[src/core/sbpe_defs.svh]
// Constants for the serial boot programming entry block
`ifndef SBPE_DEFS_SVH
`define SBPE_DEFS_SVH
`define SBPE_BOOT_BASE 24'hFF_E000
`define SBPE_BOOT_LAST 24'hFF_FFFF
`define SBPE_USER_BLK_MASK 24'hFF_0000
`define SBPE_ID_LAST_IDX 3'h6
`define SBPE_BYTE_LAST_BIT 3'h7
`define SBPE_TX_BITS 4'h8
`define SBPE_UTX_BITS 4'hB
`define SBPE_UTX_IDLE 11'h7_FF
`define SBPE_STRAP_WAIT 2'h3
`define SBPE_BAUD_DIV 11'h43D
`define SBPE_BAUD_HALF 11'h21E
`endif

[src/core/placeholder_unused_none.sv]
// Intentionally empty compilation unit
`timescale 1ns/1ps
`default_nettype none
`default_nettype wire

[src/core/sbpe_pkg.sv]
// Types for the serial boot programming entry block
package sbpe_pkg;
  typedef enum logic [1:0] {m_off, m_sync, m_async} sbpe_mode_t;
  typedef enum logic [1:0] {u_idle, u_start, u_data, u_stop} sbpe_urx_t;
endpackage : sbpe_pkg

[src/core/sbpe_sio.sv]
// Clock-synchronised serial engine with busy handshake
`timescale 1ns/1ps
`default_nettype none
`include "sbpe_defs.svh"
module sbpe_sio (
  input wire logic mclk,
  input wire logic rst,
  input wire logic en,
  input wire logic sclk_s,
  input wire logic rxd_s,
  input wire logic hold,
  input wire logic tx_load,
  input wire logic [7:0] tx_data,
  output logic tx_ready,
  output logic rx_valid,
  output logic [7:0] rx_data,
  output logic txd,
  output logic busy
);
  logic sclk_d_r, sclk_d_nxt, rx_v_r, rx_v_nxt, txd_r, txd_nxt, busy_r, busy_nxt;
  logic [7:0] rx_sh_r, rx_sh_nxt, rx_d_r, rx_d_nxt, tx_sh_r, tx_sh_nxt;
  logic [2:0] rx_cnt_r, rx_cnt_nxt;
  logic [3:0] tx_cnt_r, tx_cnt_nxt;
  logic rise, fall;

  assign rise = en & sclk_s & ~sclk_d_r;
  assign fall = en & ~sclk_s & sclk_d_r;
  assign tx_ready = en & (tx_cnt_r == 4'h0);

  always_comb
  begin
    sclk_d_nxt = sclk_s;
    rx_sh_nxt = rx_sh_r;
    rx_cnt_nxt = rx_cnt_r;
    rx_d_nxt = rx_d_r;
    rx_v_nxt = 1'b0;
    tx_sh_nxt = tx_sh_r;
    tx_cnt_nxt = tx_cnt_r;
    txd_nxt = txd_r;
    busy_nxt = busy_r;
    if (rise)
    begin
      rx_sh_nxt = {rxd_s, rx_sh_r[7:1]};
      busy_nxt = 1'b1;
      if (rx_cnt_r == `SBPE_BYTE_LAST_BIT)
      begin
        rx_cnt_nxt = 3'h0;
        rx_d_nxt = {rxd_s, rx_sh_r[7:1]};
        rx_v_nxt = 1'b1;
      end
      else
        rx_cnt_nxt = rx_cnt_r + 3'h1;
    end
    else if (rx_cnt_r == 3'h0 && tx_cnt_r == 4'h0 && !hold && !rx_v_r)
      busy_nxt = 1'b0;
    if (fall && tx_cnt_r != 4'h0)
    begin
      txd_nxt = tx_sh_r[0];
      tx_sh_nxt = {1'b0, tx_sh_r[7:1]};
      tx_cnt_nxt = tx_cnt_r - 4'h1;
    end
    if (tx_load && tx_ready)
    begin
      tx_sh_nxt = tx_data;
      tx_cnt_nxt = `SBPE_TX_BITS;
      busy_nxt = 1'b1;
    end
    if (!en)
      busy_nxt = 1'b0;
  end

  always_ff @(posedge mclk or posedge rst)
  begin
    if (rst)
    begin
      sclk_d_r <= 1'b0;
      rx_sh_r <= 8'h00;
      rx_cnt_r <= 3'h0;
      rx_d_r <= 8'h00;
      rx_v_r <= 1'b0;
      tx_sh_r <= 8'h00;
      tx_cnt_r <= 4'h0;
      txd_r <= 1'b1;
      busy_r <= 1'b0;
    end
    else
    begin
      sclk_d_r <= sclk_d_nxt;
      rx_sh_r <= rx_sh_nxt;
      rx_cnt_r <= rx_cnt_nxt;
      rx_d_r <= rx_d_nxt;
      rx_v_r <= rx_v_nxt;
      tx_sh_r <= tx_sh_nxt;
      tx_cnt_r <= tx_cnt_nxt;
      txd_r <= txd_nxt;
      busy_r <= busy_nxt;
    end
  end

  assign rx_valid = rx_v_r;
  assign rx_data = rx_d_r;
  assign txd = txd_r;
  assign busy = busy_r;
endmodule : sbpe_sio
`default_nettype wire

[src/core/sbpe_sync.sv]
// Two-flop synchroniser for pin inputs
`timescale 1ns/1ps
`default_nettype none
module sbpe_sync #(parameter int W = 5) (
  input wire logic mclk,
  input wire logic rst,
  input wire logic [W-1:0] d,
  output logic [W-1:0] q
);
  logic [W-1:0] s1_r;
  logic [W-1:0] s2_r;
  genvar i;
  generate
    for (i = 0; i < W; i++)
    begin : g_bit
      always_ff @(posedge mclk or posedge rst)
      begin
        if (rst)
        begin
          s1_r[i] <= 1'b0;
          s2_r[i] <= 1'b0;
        end
        else
        begin
          s1_r[i] <= d[i];
          s2_r[i] <= s1_r[i];
        end
      end
    end
  endgenerate
  assign q = s2_r;
endmodule : sbpe_sync
`default_nettype wire

[src/core/sbpe_top.sv]
// Serial programming mode entry, link engines, id gate and boot protection
`timescale 1ns/1ps
`default_nettype none
`include "sbpe_defs.svh"
// Notes on behaviour
// - Boot area is 8 Kbytes spanning FFE000 to FFFFFF.
// - Boot area erases as one single 8 Kbyte block.
// - User area blocks accept program and block erase.
// - Serial mode entered at reset release when select high, erase-mode low, mode pin high.
// - Transfer clock high at release picks synchronous mode 1, low picks asynchronous mode 2.
// - Both modes move commands, addresses and data in 8-bit units on one channel.
// - Mode 1 uses clock in, receive in, CMOS transmit out and busy out.
// - Busy low when ready, high as soon as reception starts.
// - Mode 2 uses only receive and transmit pins, no clock or busy.
// - In serial mode only user area may change; boot operations refused.
// - Non-blank flash rejects commands until the 7-byte id matches.
// - Bytes travel least significant bit first both ways.
// - Mode 1 captures received bits on transfer clock rise.
// - Mode 1 launches transmit bits on transfer clock fall.
module sbpe_top (
  input wire logic mclk,
  input wire logic rst,
  input wire logic program_select_pin,
  input wire logic erase_program_mode_in,
  input wire logic processor_mode_pin,
  input wire logic transfer_clock_pin,
  input wire logic serial_receive_pin,
  output logic serial_transmit_pin,
  output logic handshake_busy_pin,
  output sbpe_pkg::sbpe_mode_t serial_mode,
  output logic mode_valid,
  input wire logic flash_blank,
  input wire logic [55:0] stored_id,
  output logic id_ok,
  output logic cmd_valid,
  output logic [7:0] cmd_data,
  input wire logic resp_valid,
  input wire logic [7:0] resp_data,
  output logic resp_ready,
  input wire logic flash_busy,
  input wire logic op_req,
  input wire logic op_erase,
  input wire logic [23:0] op_addr,
  output logic op_go,
  output logic op_refused,
  output logic [23:0] op_first,
  output logic [23:0] op_last
);
  import sbpe_pkg::*;

  logic [4:0] pins_s;
  logic ps_s, erase_mode_s, cnv_s, sclk_s, rxd_s;
  sbpe_sync #(.W(5)) u_sync (
    .mclk(mclk),
    .rst(rst),
    .d({serial_receive_pin, transfer_clock_pin, processor_mode_pin, erase_program_mode_in, program_select_pin}),
    .q(pins_s)
  );
  assign {rxd_s, sclk_s, cnv_s, erase_mode_s, ps_s} = pins_s;

  // Strap capture after reset release
  sbpe_mode_t mode_r, mode_nxt;
  logic [1:0] wait_r, wait_nxt;
  logic done_r, done_nxt, lat_en;
  assign lat_en = !done_r && wait_r == `SBPE_STRAP_WAIT;
  always_comb
  begin
    mode_nxt = mode_r;
    done_nxt = done_r;
    wait_nxt = wait_r;
    if (!done_r && wait_r != `SBPE_STRAP_WAIT)
      wait_nxt = wait_r + 2'h1;
    if (lat_en)
    begin
      done_nxt = 1'b1;
      if (ps_s && !erase_mode_s && cnv_s)
        mode_nxt = sclk_s ? m_sync : m_async;
      else
        mode_nxt = m_off;
    end
  end
  always_ff @(posedge mclk or posedge rst)
  begin
    if (rst)
    begin
      mode_r <= m_off;
      done_r <= 1'b0;
      wait_r <= 2'h0;
    end
    else
    begin
      mode_r <= mode_nxt;
      done_r <= done_nxt;
      wait_r <= wait_nxt;
    end
  end
  logic act_sync, act_async;
  assign act_sync = done_r && mode_r == m_sync;
  assign act_async = done_r && mode_r == m_async;

  // Mode 1 engine
  logic s_rx_v, s_txd, s_busy, s_tx_rdy;
  logic [7:0] s_rx_d;
  sbpe_sio u_sio (
    .mclk(mclk),
    .rst(rst),
    .en(act_sync),
    .sclk_s(sclk_s),
    .rxd_s(rxd_s),
    .hold(flash_busy),
    .tx_load(resp_valid && act_sync),
    .tx_data(resp_data),
    .tx_ready(s_tx_rdy),
    .rx_valid(s_rx_v),
    .rx_data(s_rx_d),
    .txd(s_txd),
    .busy(s_busy)
  );

  // Mode 2 asynchronous receiver
  sbpe_urx_t urx_r, urx_nxt;
  logic [10:0] ubd_r, ubd_nxt;
  logic [2:0] ubit_r, ubit_nxt;
  logic [7:0] ush_r, ush_nxt, urd_r, urd_nxt;
  logic urv_r, urv_nxt;
  always_comb
  begin
    urx_nxt = urx_r;
    ubd_nxt = ubd_r;
    ubit_nxt = ubit_r;
    ush_nxt = ush_r;
    urd_nxt = urd_r;
    urv_nxt = 1'b0;
    if (ubd_r != 11'h000)
      ubd_nxt = ubd_r - 11'h001;
    case (urx_r)
      u_idle:
        if (act_async && !rxd_s)
        begin
          urx_nxt = u_start;
          ubd_nxt = `SBPE_BAUD_HALF;
        end
      u_start:
        if (ubd_r == 11'h000)
        begin
          urx_nxt = rxd_s ? u_idle : u_data;
          ubd_nxt = `SBPE_BAUD_DIV;
          ubit_nxt = 3'h0;
        end
      u_data:
        if (ubd_r == 11'h000)
        begin
          ush_nxt = {rxd_s, ush_r[7:1]};
          ubd_nxt = `SBPE_BAUD_DIV;
          if (ubit_r == `SBPE_BYTE_LAST_BIT)
            urx_nxt = u_stop;
          else
            ubit_nxt = ubit_r + 3'h1;
        end
      u_stop:
        if (ubd_r == 11'h000)
        begin
          urx_nxt = u_idle;
          urv_nxt = rxd_s;
          if (rxd_s)
            urd_nxt = ush_r;
        end
      default: urx_nxt = u_idle;
    endcase
  end
  always_ff @(posedge mclk or posedge rst)
  begin
    if (rst)
    begin
      urx_r <= u_idle;
      ubd_r <= 11'h000;
      ubit_r <= 3'h0;
      ush_r <= 8'h00;
      urd_r <= 8'h00;
      urv_r <= 1'b0;
    end
    else
    begin
      urx_r <= urx_nxt;
      ubd_r <= ubd_nxt;
      ubit_r <= ubit_nxt;
      ush_r <= ush_nxt;
      urd_r <= urd_nxt;
      urv_r <= urv_nxt;
    end
  end

  // Mode 2 asynchronous transmitter, start, 8 data, two stop
  logic [10:0] ufr_r, ufr_nxt, utb_r, utb_nxt;
  logic [3:0] utc_r, utc_nxt;
  logic utx_r, utx_nxt, u_tx_rdy;
  assign u_tx_rdy = act_async && utc_r == 4'h0;
  always_comb
  begin
    ufr_nxt = ufr_r;
    utb_nxt = utb_r;
    utc_nxt = utc_r;
    utx_nxt = utx_r;
    if (utc_r != 4'h0)
    begin
      if (utb_r == 11'h000)
      begin
        utx_nxt = ufr_r[0];
        ufr_nxt = {1'b1, ufr_r[10:1]};
        utc_nxt = utc_r - 4'h1;
        utb_nxt = `SBPE_BAUD_DIV;
      end
      else
        utb_nxt = utb_r - 11'h001;
    end
    else if (resp_valid && u_tx_rdy)
    begin
      ufr_nxt = {2'b11, resp_data, 1'b0};
      utc_nxt = `SBPE_UTX_BITS;
      utb_nxt = 11'h000;
    end
  end
  always_ff @(posedge mclk or posedge rst)
  begin
    if (rst)
    begin
      ufr_r <= `SBPE_UTX_IDLE;
      utb_r <= 11'h000;
      utc_r <= 4'h0;
      utx_r <= 1'b1;
    end
    else
    begin
      ufr_r <= ufr_nxt;
      utb_r <= utb_nxt;
      utc_r <= utc_nxt;
      utx_r <= utx_nxt;
    end
  end

  // Identification gate
  logic byte_v, gate_open, id_hit;
  logic [7:0] byte_d;
  logic [2:0] idx_r, idx_nxt;
  logic bad_r, bad_nxt, idok_r, idok_nxt, cv_r, cv_nxt;
  logic [7:0] cd_r, cd_nxt;
  assign byte_v = act_sync ? s_rx_v : urv_r;
  assign byte_d = act_sync ? s_rx_d : urd_r;
  assign gate_open = flash_blank || idok_r;
  assign id_hit = byte_d == stored_id[{idx_r, 3'b000} +: 8];
  always_comb
  begin
    idx_nxt = idx_r;
    bad_nxt = bad_r;
    idok_nxt = idok_r;
    cd_nxt = cd_r;
    cv_nxt = byte_v && gate_open;
    if (byte_v && gate_open)
      cd_nxt = byte_d;
    if (byte_v && !gate_open)
    begin
      if (idx_r == `SBPE_ID_LAST_IDX)
      begin
        idx_nxt = 3'h0;
        bad_nxt = 1'b0;
        idok_nxt = !bad_r && id_hit;
      end
      else
      begin
        idx_nxt = idx_r + 3'h1;
        bad_nxt = bad_r || !id_hit;
      end
    end
  end
  always_ff @(posedge mclk or posedge rst)
  begin
    if (rst)
    begin
      idx_r <= 3'h0;
      bad_r <= 1'b0;
      idok_r <= 1'b0;
      cv_r <= 1'b0;
      cd_r <= 8'h00;
    end
    else
    begin
      idx_r <= idx_nxt;
      bad_r <= bad_nxt;
      idok_r <= idok_nxt;
      cv_r <= cv_nxt;
      cd_r <= cd_nxt;
    end
  end

  // Program and erase gating
  logic in_boot, serial_on, go_nxt, ref_nxt, go_r, ref_r;
  logic [23:0] first_r, first_nxt, last_r, last_nxt;
  assign in_boot = op_addr >= `SBPE_BOOT_BASE && op_addr <= `SBPE_BOOT_LAST;
  assign serial_on = mode_r != m_off;
  always_comb
  begin
    go_nxt = 1'b0;
    ref_nxt = 1'b0;
    first_nxt = first_r;
    last_nxt = last_r;
    if (op_req)
    begin
      if (serial_on && (in_boot || !gate_open))
        ref_nxt = 1'b1;
      else
      begin
        go_nxt = 1'b1;
        first_nxt = op_addr;
        last_nxt = op_addr;
        if (op_erase && in_boot)
        begin
          first_nxt = `SBPE_BOOT_BASE;
          last_nxt = `SBPE_BOOT_LAST;
        end
        else if (op_erase)
        begin
          first_nxt = op_addr & `SBPE_USER_BLK_MASK;
          last_nxt = op_addr | ~`SBPE_USER_BLK_MASK;
        end
      end
    end
  end
  always_ff @(posedge mclk or posedge rst)
  begin
    if (rst)
    begin
      go_r <= 1'b0;
      ref_r <= 1'b0;
      first_r <= 24'h00_0000;
      last_r <= 24'h00_0000;
    end
    else
    begin
      go_r <= go_nxt;
      ref_r <= ref_nxt;
      first_r <= first_nxt;
      last_r <= last_nxt;
    end
  end

  // Pins and user outputs
  logic txp_r, txp_nxt;
  always_comb
  begin
    txp_nxt = 1'b1;
    if (act_sync)
      txp_nxt = s_txd;
    else if (act_async)
      txp_nxt = utx_r;
  end
  always_ff @(posedge mclk or posedge rst)
  begin
    if (rst)
      txp_r <= 1'b1;
    else
      txp_r <= txp_nxt;
  end
  assign serial_transmit_pin = txp_r;
  assign handshake_busy_pin = act_sync && s_busy;
  assign resp_ready = act_sync ? s_tx_rdy : u_tx_rdy;
  assign serial_mode = mode_r;
  assign mode_valid = done_r;
  assign id_ok = idok_r;
  assign cmd_valid = cv_r;
  assign cmd_data = cd_r;
  assign op_go = go_r;
  assign op_refused = ref_r;
  assign op_first = first_r;
  assign op_last = last_r;
endmodule : sbpe_top
`default_nettype wire

[config.mk]
export PLATFORM = sky130hd
export DESIGN_NAME = sbpe_top
export DESIGN_NICKNAME = d
export VERILOG_FILES = /design/src/core/placeholder_unused_none.sv /design/src/core/sbpe_pkg.sv /design/src/core/sbpe_sio.sv /design/src/core/sbpe_sync.sv /design/src/core/sbpe_top.sv
export VERILOG_INCLUDE_DIRS = /design/src /design/src/core
export SDC_FILE = /design/constraint.sdc
export NUM_CORES = 1
export LEC_CHECK = 0
export BUFFER_PORTS_ARGS = -buffer_cell sky130_fd_sc_hd__buf_4
export CORE_UTILIZATION = 55
export DETAILED_ROUTE_END_ITERATION = 8
export PLACE_DENSITY = 0.8
export SETUP_SLACK_MARGIN = 0.5
export SYNTH_ARGS = -nofsm -noshare
export SYNTH_HDL_FRONTEND = slang
export SYNTH_HIERARCHICAL = 1
export SYNTH_SLANG_ARGS = --single-unit
[constraint.sdc]
create_clock -name mclk -period 9.9 [get_ports mclk]
set_input_delay 0.495 -clock mclk [delete_from_list [all_inputs] [get_ports mclk]]
set_output_delay 0.495 -clock mclk [all_outputs]
set_load 0.1 [all_outputs]
==> results of run 1 <==
flip-flops by register name, indices dropped and copies added, names as in the netlist, 2 cells and up, named ones only:
signal	count
cmd_data	8
urd_r	8
u_sio/rx_sh_r	7
u_sync/q	5
ubit_r	3
u_sio/rx_cnt_r	3
u_sync/s1_r	5
op_first	24
op_last	16
u_sio/tx_sh_r	8
idx_r	3
utc_r	4
ufr_r	9
serial_mode	2
u_sio/tx_cnt_r	4
wait_r	2
u_sio/rx_data	8
ubd_r	11
ush_r	8
utb_r	11
kinds of logic after synthesis:
group,Yosys count,synth area share (%)
AOI/OAI and AO/OA,137,10.6
xor gates and xnor gates,19,2.12
adders and majority gates,16,2.55
buffers and inverters,66,4.10
DFF,164,52.5
muxes,89,12.2
and+or+nand+nor,250,15.9
path summary, 6_finish.rpt:
kind / from / endpoint / slack (ns) / cells after the start
worst max-delay path: serial_mode[1]$_DFFE_PP0P_ / resp_ready / 6.64 / 7
worst min-delay path: rst / u_sync/s1_r[3]$_DFF_PP0_ / 0.07 / 2
worst max register to register: idx_r[0]$_DFFE_PP0P_ / id_ok$_DFFE_PP0P_ / 7.31 / 6
worst min register to register: u_sync/s1_r[0]$_DFF_PP0_ / u_sync/q[0]$_DFF_PP0_ / 0.35 / 0
max in group asynchronous: rst / ubd_r[1]$_DFF_PP0_ / 8.46 / 3
min in group mclk: transfer_clock_pin / u_sync/s1_r[3]$_DFF_PP0_ / 0.18 / 1
power by group:
group          switching, µW  leakage, µW  internal [µW]
logic                    412      0.00223            184
clock network            251     0.000289            418
registers               58.3      0.00200            744
layout make-up:
class                      count  area share [%]
clock inverter                11            1.65
tap                          180            2.32
sequential                   164            42.4
multi-input combinational    511            35.1
inverter                      27            1.07
timing repair buffer         169            13.0
clock buffer                  20            4.49
routing by layer:
layer	wire (µm)	up-vias	GRT usage, %
met5	0	-	0
met4	249	0	7.18
met3	1120	26	6.11
met2	8580	207	41.5
met1	7450	2956	30.9
li1	-	2892	-
worst register-to-register path, cell delays in order, from the launching register on:
cell	delay, ns
dfrtp_1	0.85
nor2b_1	0.43
a22oi_1	0.19
nand3_1	0.11
or3b_2	0.44
nor4_1	0.30
a31o_2	0.21
layout by cell type, fill, tap and decap left out, types with 8 or more instances in the layout:
cell,netlist,final
o21ai_0,53,53
nand3b_1,11,11
nand2b_1,19,19
xnor2_1,10,10
dfrtp_1,152,152
nor2b_1,10,10
clkbuf_16,0,17
a21oi_1,22,22
dfstp_2,12,12
a31oi_1,8,8
mux2i_1,43,43
mux2_2,45,45
inv_1,27,26
xor2_1,9,9
nor2_1,54,54
nor3_1,19,19
nand3_1,21,21
ha_1,16,16
buf_4,10,169
nand2_1,83,82
o21ai_1,8,8
stage by stage:
step	std cells	utilization, %	hold slack (ns)	setup slack (ns)	area, µm²
floorplan	741	-	0.331	5.43	7850
global placement	1051	65.8	0.336	7.14	9130
detailed placement	1051	65.8	0.336	7.06	9130
CTS	1082	70.1	0.0644	6.60	9730
global route	1082	70.1	0.0875	6.50	9730
finish	1082	70.1	0.0666	6.64	9730
==> flow_metrics.env, run 1 <==
export IMPL_synth_area_mm2=0.00785
export IMPL_ctsRootBufferMaster="clkbuf_16"
export IMPL_synth_warnings=6
export IMPL_cts_resized=0
export IMPL_cap_violations=0
export IMPL_num_vias=6081
export IMPL_postCtsSetupBuffers=0
export IMPL_worst_ep_arrival_time_ns=2.77
export IMPL_worst_pin_slew_ns=1.14
export IMPL_synth_ff_type="dfrtp_1"
export IMPL_first_global_vias=5791
export IMPL_start_kind="register"
export IMPL_multi_input_area_mm2=0.00341
export IMPL_endpoint_kind="output pin"
export IMPL_ctsHoldBuffers=0
export IMPL_cts_tree="built"
export IMPL_min_period_ns=3.26
export IMPL_path_cells="nand3b_1 -> inv_1 -> inv_1 -> nor2_1 -> nand3b_1 -> a21boi_0 -> buf_4"
export IMPL_grt_overflow_total=0
export IMPL_fill_cells=1011
export IMPL_ant_nets=0
export IMPL_drt_total_wl_um=17400
export IMPL_synthArstFlopShare_pct=100
export IMPL_synth_net_count=857
export IMPL_row_count=43
export IMPL_synth_top_area_share_pct=48.5
export IMPL_clk_path_buf_depth=2
export IMPL_p_leak_uw=0.00453
export IMPL_hold_viol_final=0
export IMPL_fmax_mhz=307
export IMPL_finClkSkew_ns=0.00620
export IMPL_yosys_top_cells_area="dfrtp_1 48%, mux2_2 6.5%, mux2i_1 5.5%"
export IMPL_dr_first_iter_drc_count=471
export IMPL_path_class="register to output pin"
export IMPL_power_uw=2070
export IMPL_ys_ff_latch=164
export IMPL_setup_tns_ns=0
export IMPL_yosys_area_top_type="dfrtp_1"
export IMPL_rsz0062_at_grt="no"
export IMPL_cp_max_fo=10
export IMPL_status="complete, no violations"
export IMPL_io_pins=166
export IMPL_grt_max_degree=74
export IMPL_post_drt_wl_per_cell_um=16.1
export IMPL_ff_latch_area_mm2=0.00412
export IMPL_cp_num_buf_inv=3
export IMPL_hp_class="primary input to async pin"
export IMPL_grt_use_total_pct=24.5
export IMPL_clock_latency_ns=0.43
export IMPL_grt_pass1_wl_um=28000
export IMPL_critPathMaxStageDelay_ns=0.54
export IMPL_die_w_um=121
export IMPL_power_density_mw_per_mm2=212
export IMPL_synth_most_common_cell="dfrtp_1"
export IMPL_setup_violations_final=0
export IMPL_diodes=0
export IMPL_finalCritPeriodShare_pct=33.0
export IMPL_ir_worst_vdd_uv=151
export IMPL_gp_congestion=0.863
export IMPL_synthDistinctLibCells=61
export IMPL_antenna_found_initial=0
export IMPL_slew_violations=0
export IMPL_first_pass_iters=5
export IMPL_fin_nets=1006
export IMPL_cts_made_buffers=17
export IMPL_hpwl_um=12800
export IMPL_clkSinkCount=164
export IMPL_synth_commonest_cells="152 x dfrtp_1, 83 x nand2_1, 54 x nor2_1"
export IMPL_port_buffers=165
export IMPL_crit_required_ns=9.41
export IMPL_slew_headroom_pct=24.0
export IMPL_syn_inst=741
export IMPL_die_area_mm2=0.0147
export IMPL_ys_seq_area_share_pct=52.5
export IMPL_drc_errors=0
export IMPL_crit_path_top_delay_cell="nand3b_1"
export IMPL_drive_gt1_share_pct=29.7
export IMPL_path_clk_slew_ns=0.06
export IMPL_fp_dieH_um=121
export IMPL_avgSynthCellArea_um2=10.6
export IMPL_syn2layout_area_growth_pct=24.0
export IMPL_htreeDepth=4
export IMPL_vias_per_cell=5.62
export IMPL_initial_core_util_pct=56.5
export IMPL_synth_edf_count=0
export IMPL_cpLargestDelayFamily="buffers and inverters"
export IMPL_coreArea_mm2=0.0139
(Power assumes the default switching activity.)
==> inputs of run 2 (changes only) <==
Settings changed: CORE_UTILIZATION 55 to 50, PLACE_DENSITY 0.8 to 0.77.
Clock period 9.9 ns to 2.8 ns, I/O delays scaled along.
==> flow_metrics.env, run 2 (synthesis gave the netlist of run 1 again) <==
export IMPL_clock_latency_ns=0.43
export IMPL_syn2layout_area_growth_pct=31.3
export IMPL_seq_power_share_pct=38.5
export IMPL_hold_viol_final=0
export IMPL_cts_made_buffers=17
export IMPL_die_w_um=127
export IMPL_dr_first_iter_drc_count=336
export IMPL_fmax_mhz=451
export IMPL_finClkSkew_ns=0.00752
export IMPL_setup_tns_ns=0
export IMPL_hpwl_um=12900
export IMPL_hp_class="primary input to register"
export IMPL_status="complete, no violations"
export IMPL_rsz0062_at_grt="no"
export IMPL_port_buffers=165
export IMPL_power_internal_uw=4680
export IMPL_worst_pin_slew_ns=0.812
export IMPL_worst_ep_arrival_time_ns=2.08
export IMPL_grt_max_degree=50
export IMPL_ir_worst_vdd_uv=410
export IMPL_drt_total_wl_um=18400
export IMPL_post_drt_wl_per_cell_um=15.8
export IMPL_ctsRootBufferMaster="clkbuf_16"
export IMPL_clkSinkCount=164
export IMPL_final_common_cell="buf_4"
export IMPL_htreeDepth=4
export IMPL_coreArea_mm2=0.0153
export IMPL_crit_required_ns=2.66
export IMPL_fin_nets=1057
export IMPL_min_period_ns=2.22
export IMPL_cap_violations=0
export IMPL_switching_share_pct=36.1
export IMPL_power_density_mw_per_mm2=710
export IMPL_grt_use_total_pct=23.7
export IMPL_p_leak_uw=0.00476
export IMPL_pwr_share_clk_pct=31.6
export IMPL_layout_common_cells="185 x buf_4, 148 x dfrtp_1, 82 x nand2_1"
export IMPL_slew_headroom_pct=45.8
export IMPL_grt_pass1_wl_um=29800
export IMPL_diodes=0
export IMPL_initial_core_util_pct=51.4
export IMPL_path_class="register to output pin"
export IMPL_first_pass_iters=5
export IMPL_row_count=45
export IMPL_ant_nets=0
export IMPL_timing_hold_ws_ns=0.0123
export IMPL_num_vias=6233
export IMPL_largest_reg_flops=24
export IMPL_first_global_vias=6091
export IMPL_cp_max_fo=4
export IMPL_path_clk_slew_ns=0.07
export IMPL_io_pins=166
export IMPL_vias_per_cell=5.35
export IMPL_die_area_mm2=0.0162
export IMPL_setup_violations_final=0
export IMPL_fp_dieH_um=127
export IMPL_clk_path_buf_depth=2
export IMPL_cts_tree="built"
export IMPL_slew_violations=0
export IMPL_gp_congestion=0.851
export IMPL_endpoint_kind="output pin"
export IMPL_start_kind="register"
export IMPL_p_switching_uw=2640
export IMPL_drc_errors=0
export IMPL_finalCritPeriodShare_pct=79.1
export IMPL_combPwrFrac_pct=29.9
export IMPL_antenna_found_initial=0
export IMPL_grt_overflow_total=0
export IMPL_drive_gt1_share_pct=32.0
## run 2: cell types whose count changed in the layout (fill, tap and decap cells not counted), sizes merged
| cell | before | now |
|---|---|---|
| inv | 27 | 31 |
| buf | 169 | 190 |
| clkbuf | 20 | 19 |
| dlygate4sd3 | 0 | 30 |
| bufinv | 4 | 2 |
## run 2: repair_timing
action / in CTS / in global routing
gates cloned: 0 / 0
setup endpoints to repair: 9 / 15
gates resized for setup: 3 / 10
buffers inserted: 0 / 8
hold endpoints to repair: 103 / 0
hold buffers: 30 / 0
pin swaps: 0 / 3
## run 2: metrics by stage
| step | utilization (%) | worst slack [ns] | instance area (µm²) | instances | power, µW |
|---|---|---|---|---|---|
| after floorplan | - | 0.105 | 7860 | 741 | 4450 |
| after CTS | 66.9 | 0.531 | 10200 | 1157 | 7360 |
| after global placement | 61.0 | 0.550 | 9310 | 1095 | 4950 |
| final | 67.5 | 0.584 | 10300 | 1165 | 7310 |
| after global routing | 67.5 | 0.503 | 10300 | 1165 | 7660 |
| after detailed placement | 61.0 | 0.450 | 9310 | 1095 | 4990 |
## run 2: area by class of cell
class	instances	area, µm²
Fill cell	1161	4960
Sequential cell	164	4120
Multi-Input combinational cell	511	3430
Timing Repair Buffer	220	1780
Clock buffer	19	443
Tap cell	211	264
Clock inverter	13	146
Inverter	27	105
## run 2: power by group through the flow
stage	logic (µW)	registers, µW	clock network, µW
after global routing	2350	2850	2470
after global placement	2110	2840	0
after floorplan	943	3510	0
after detailed placement	2140	2850	0
after CTS	2180	2810	2370
final	2190	2810	2310
## run 2: worst max-delay path: stages (launching register included)
cell and delay, ns:
dfrtp_1 0.39, inv_1 0.08, ha_2 0.19, or3b_4 0.38, nor2_1 0.10, nand3b_1 0.12
a21boi_2 0.19, buf_12 0.19
## run 2: routing by layer
layer / part of all wire, % / routed length, µm / vias up / global-route usage (%)
li1: - / - / 2987 / -
met1: 42 / 7720 / 3001 / 28.9
met2: 49 / 8980 / 201 / 39.5
met3: 6.0 / 1100 / 44 / 6.11
met4: 3.4 / 622 / 0 / 11.3
met5: 0 / 0 / - / 0
## run 2: path summary, 6_finish.rpt
check | end | slack, ns | cells past startpoint | from
hold / removal | ufr_r[5]$_DFFE_PP1P_ | 0.01 | 3 | resp_data[4]
setup / recovery | resp_ready | 0.58 | 7 | u_sio/tx_cnt_r[0]$_DFFE_PP0P_
min in group asynchronous | u_sync/s1_r[3]$_DFF_PP0_ | 0.27 | 3 | rst
setup reg to reg | urd_r[1]$_DFFE_PP0P_ | 0.59 | 4 | ubd_r[4]$_DFF_PP0_
hold reg to reg | u_sync/q[4]$_DFF_PP0_ | 0.35 | 0 | u_sync/s1_r[4]$_DFF_PP0_
max in group asynchronous | idx_r[1]$_DFFE_PP0P_ | 1.62 | 4 | rst
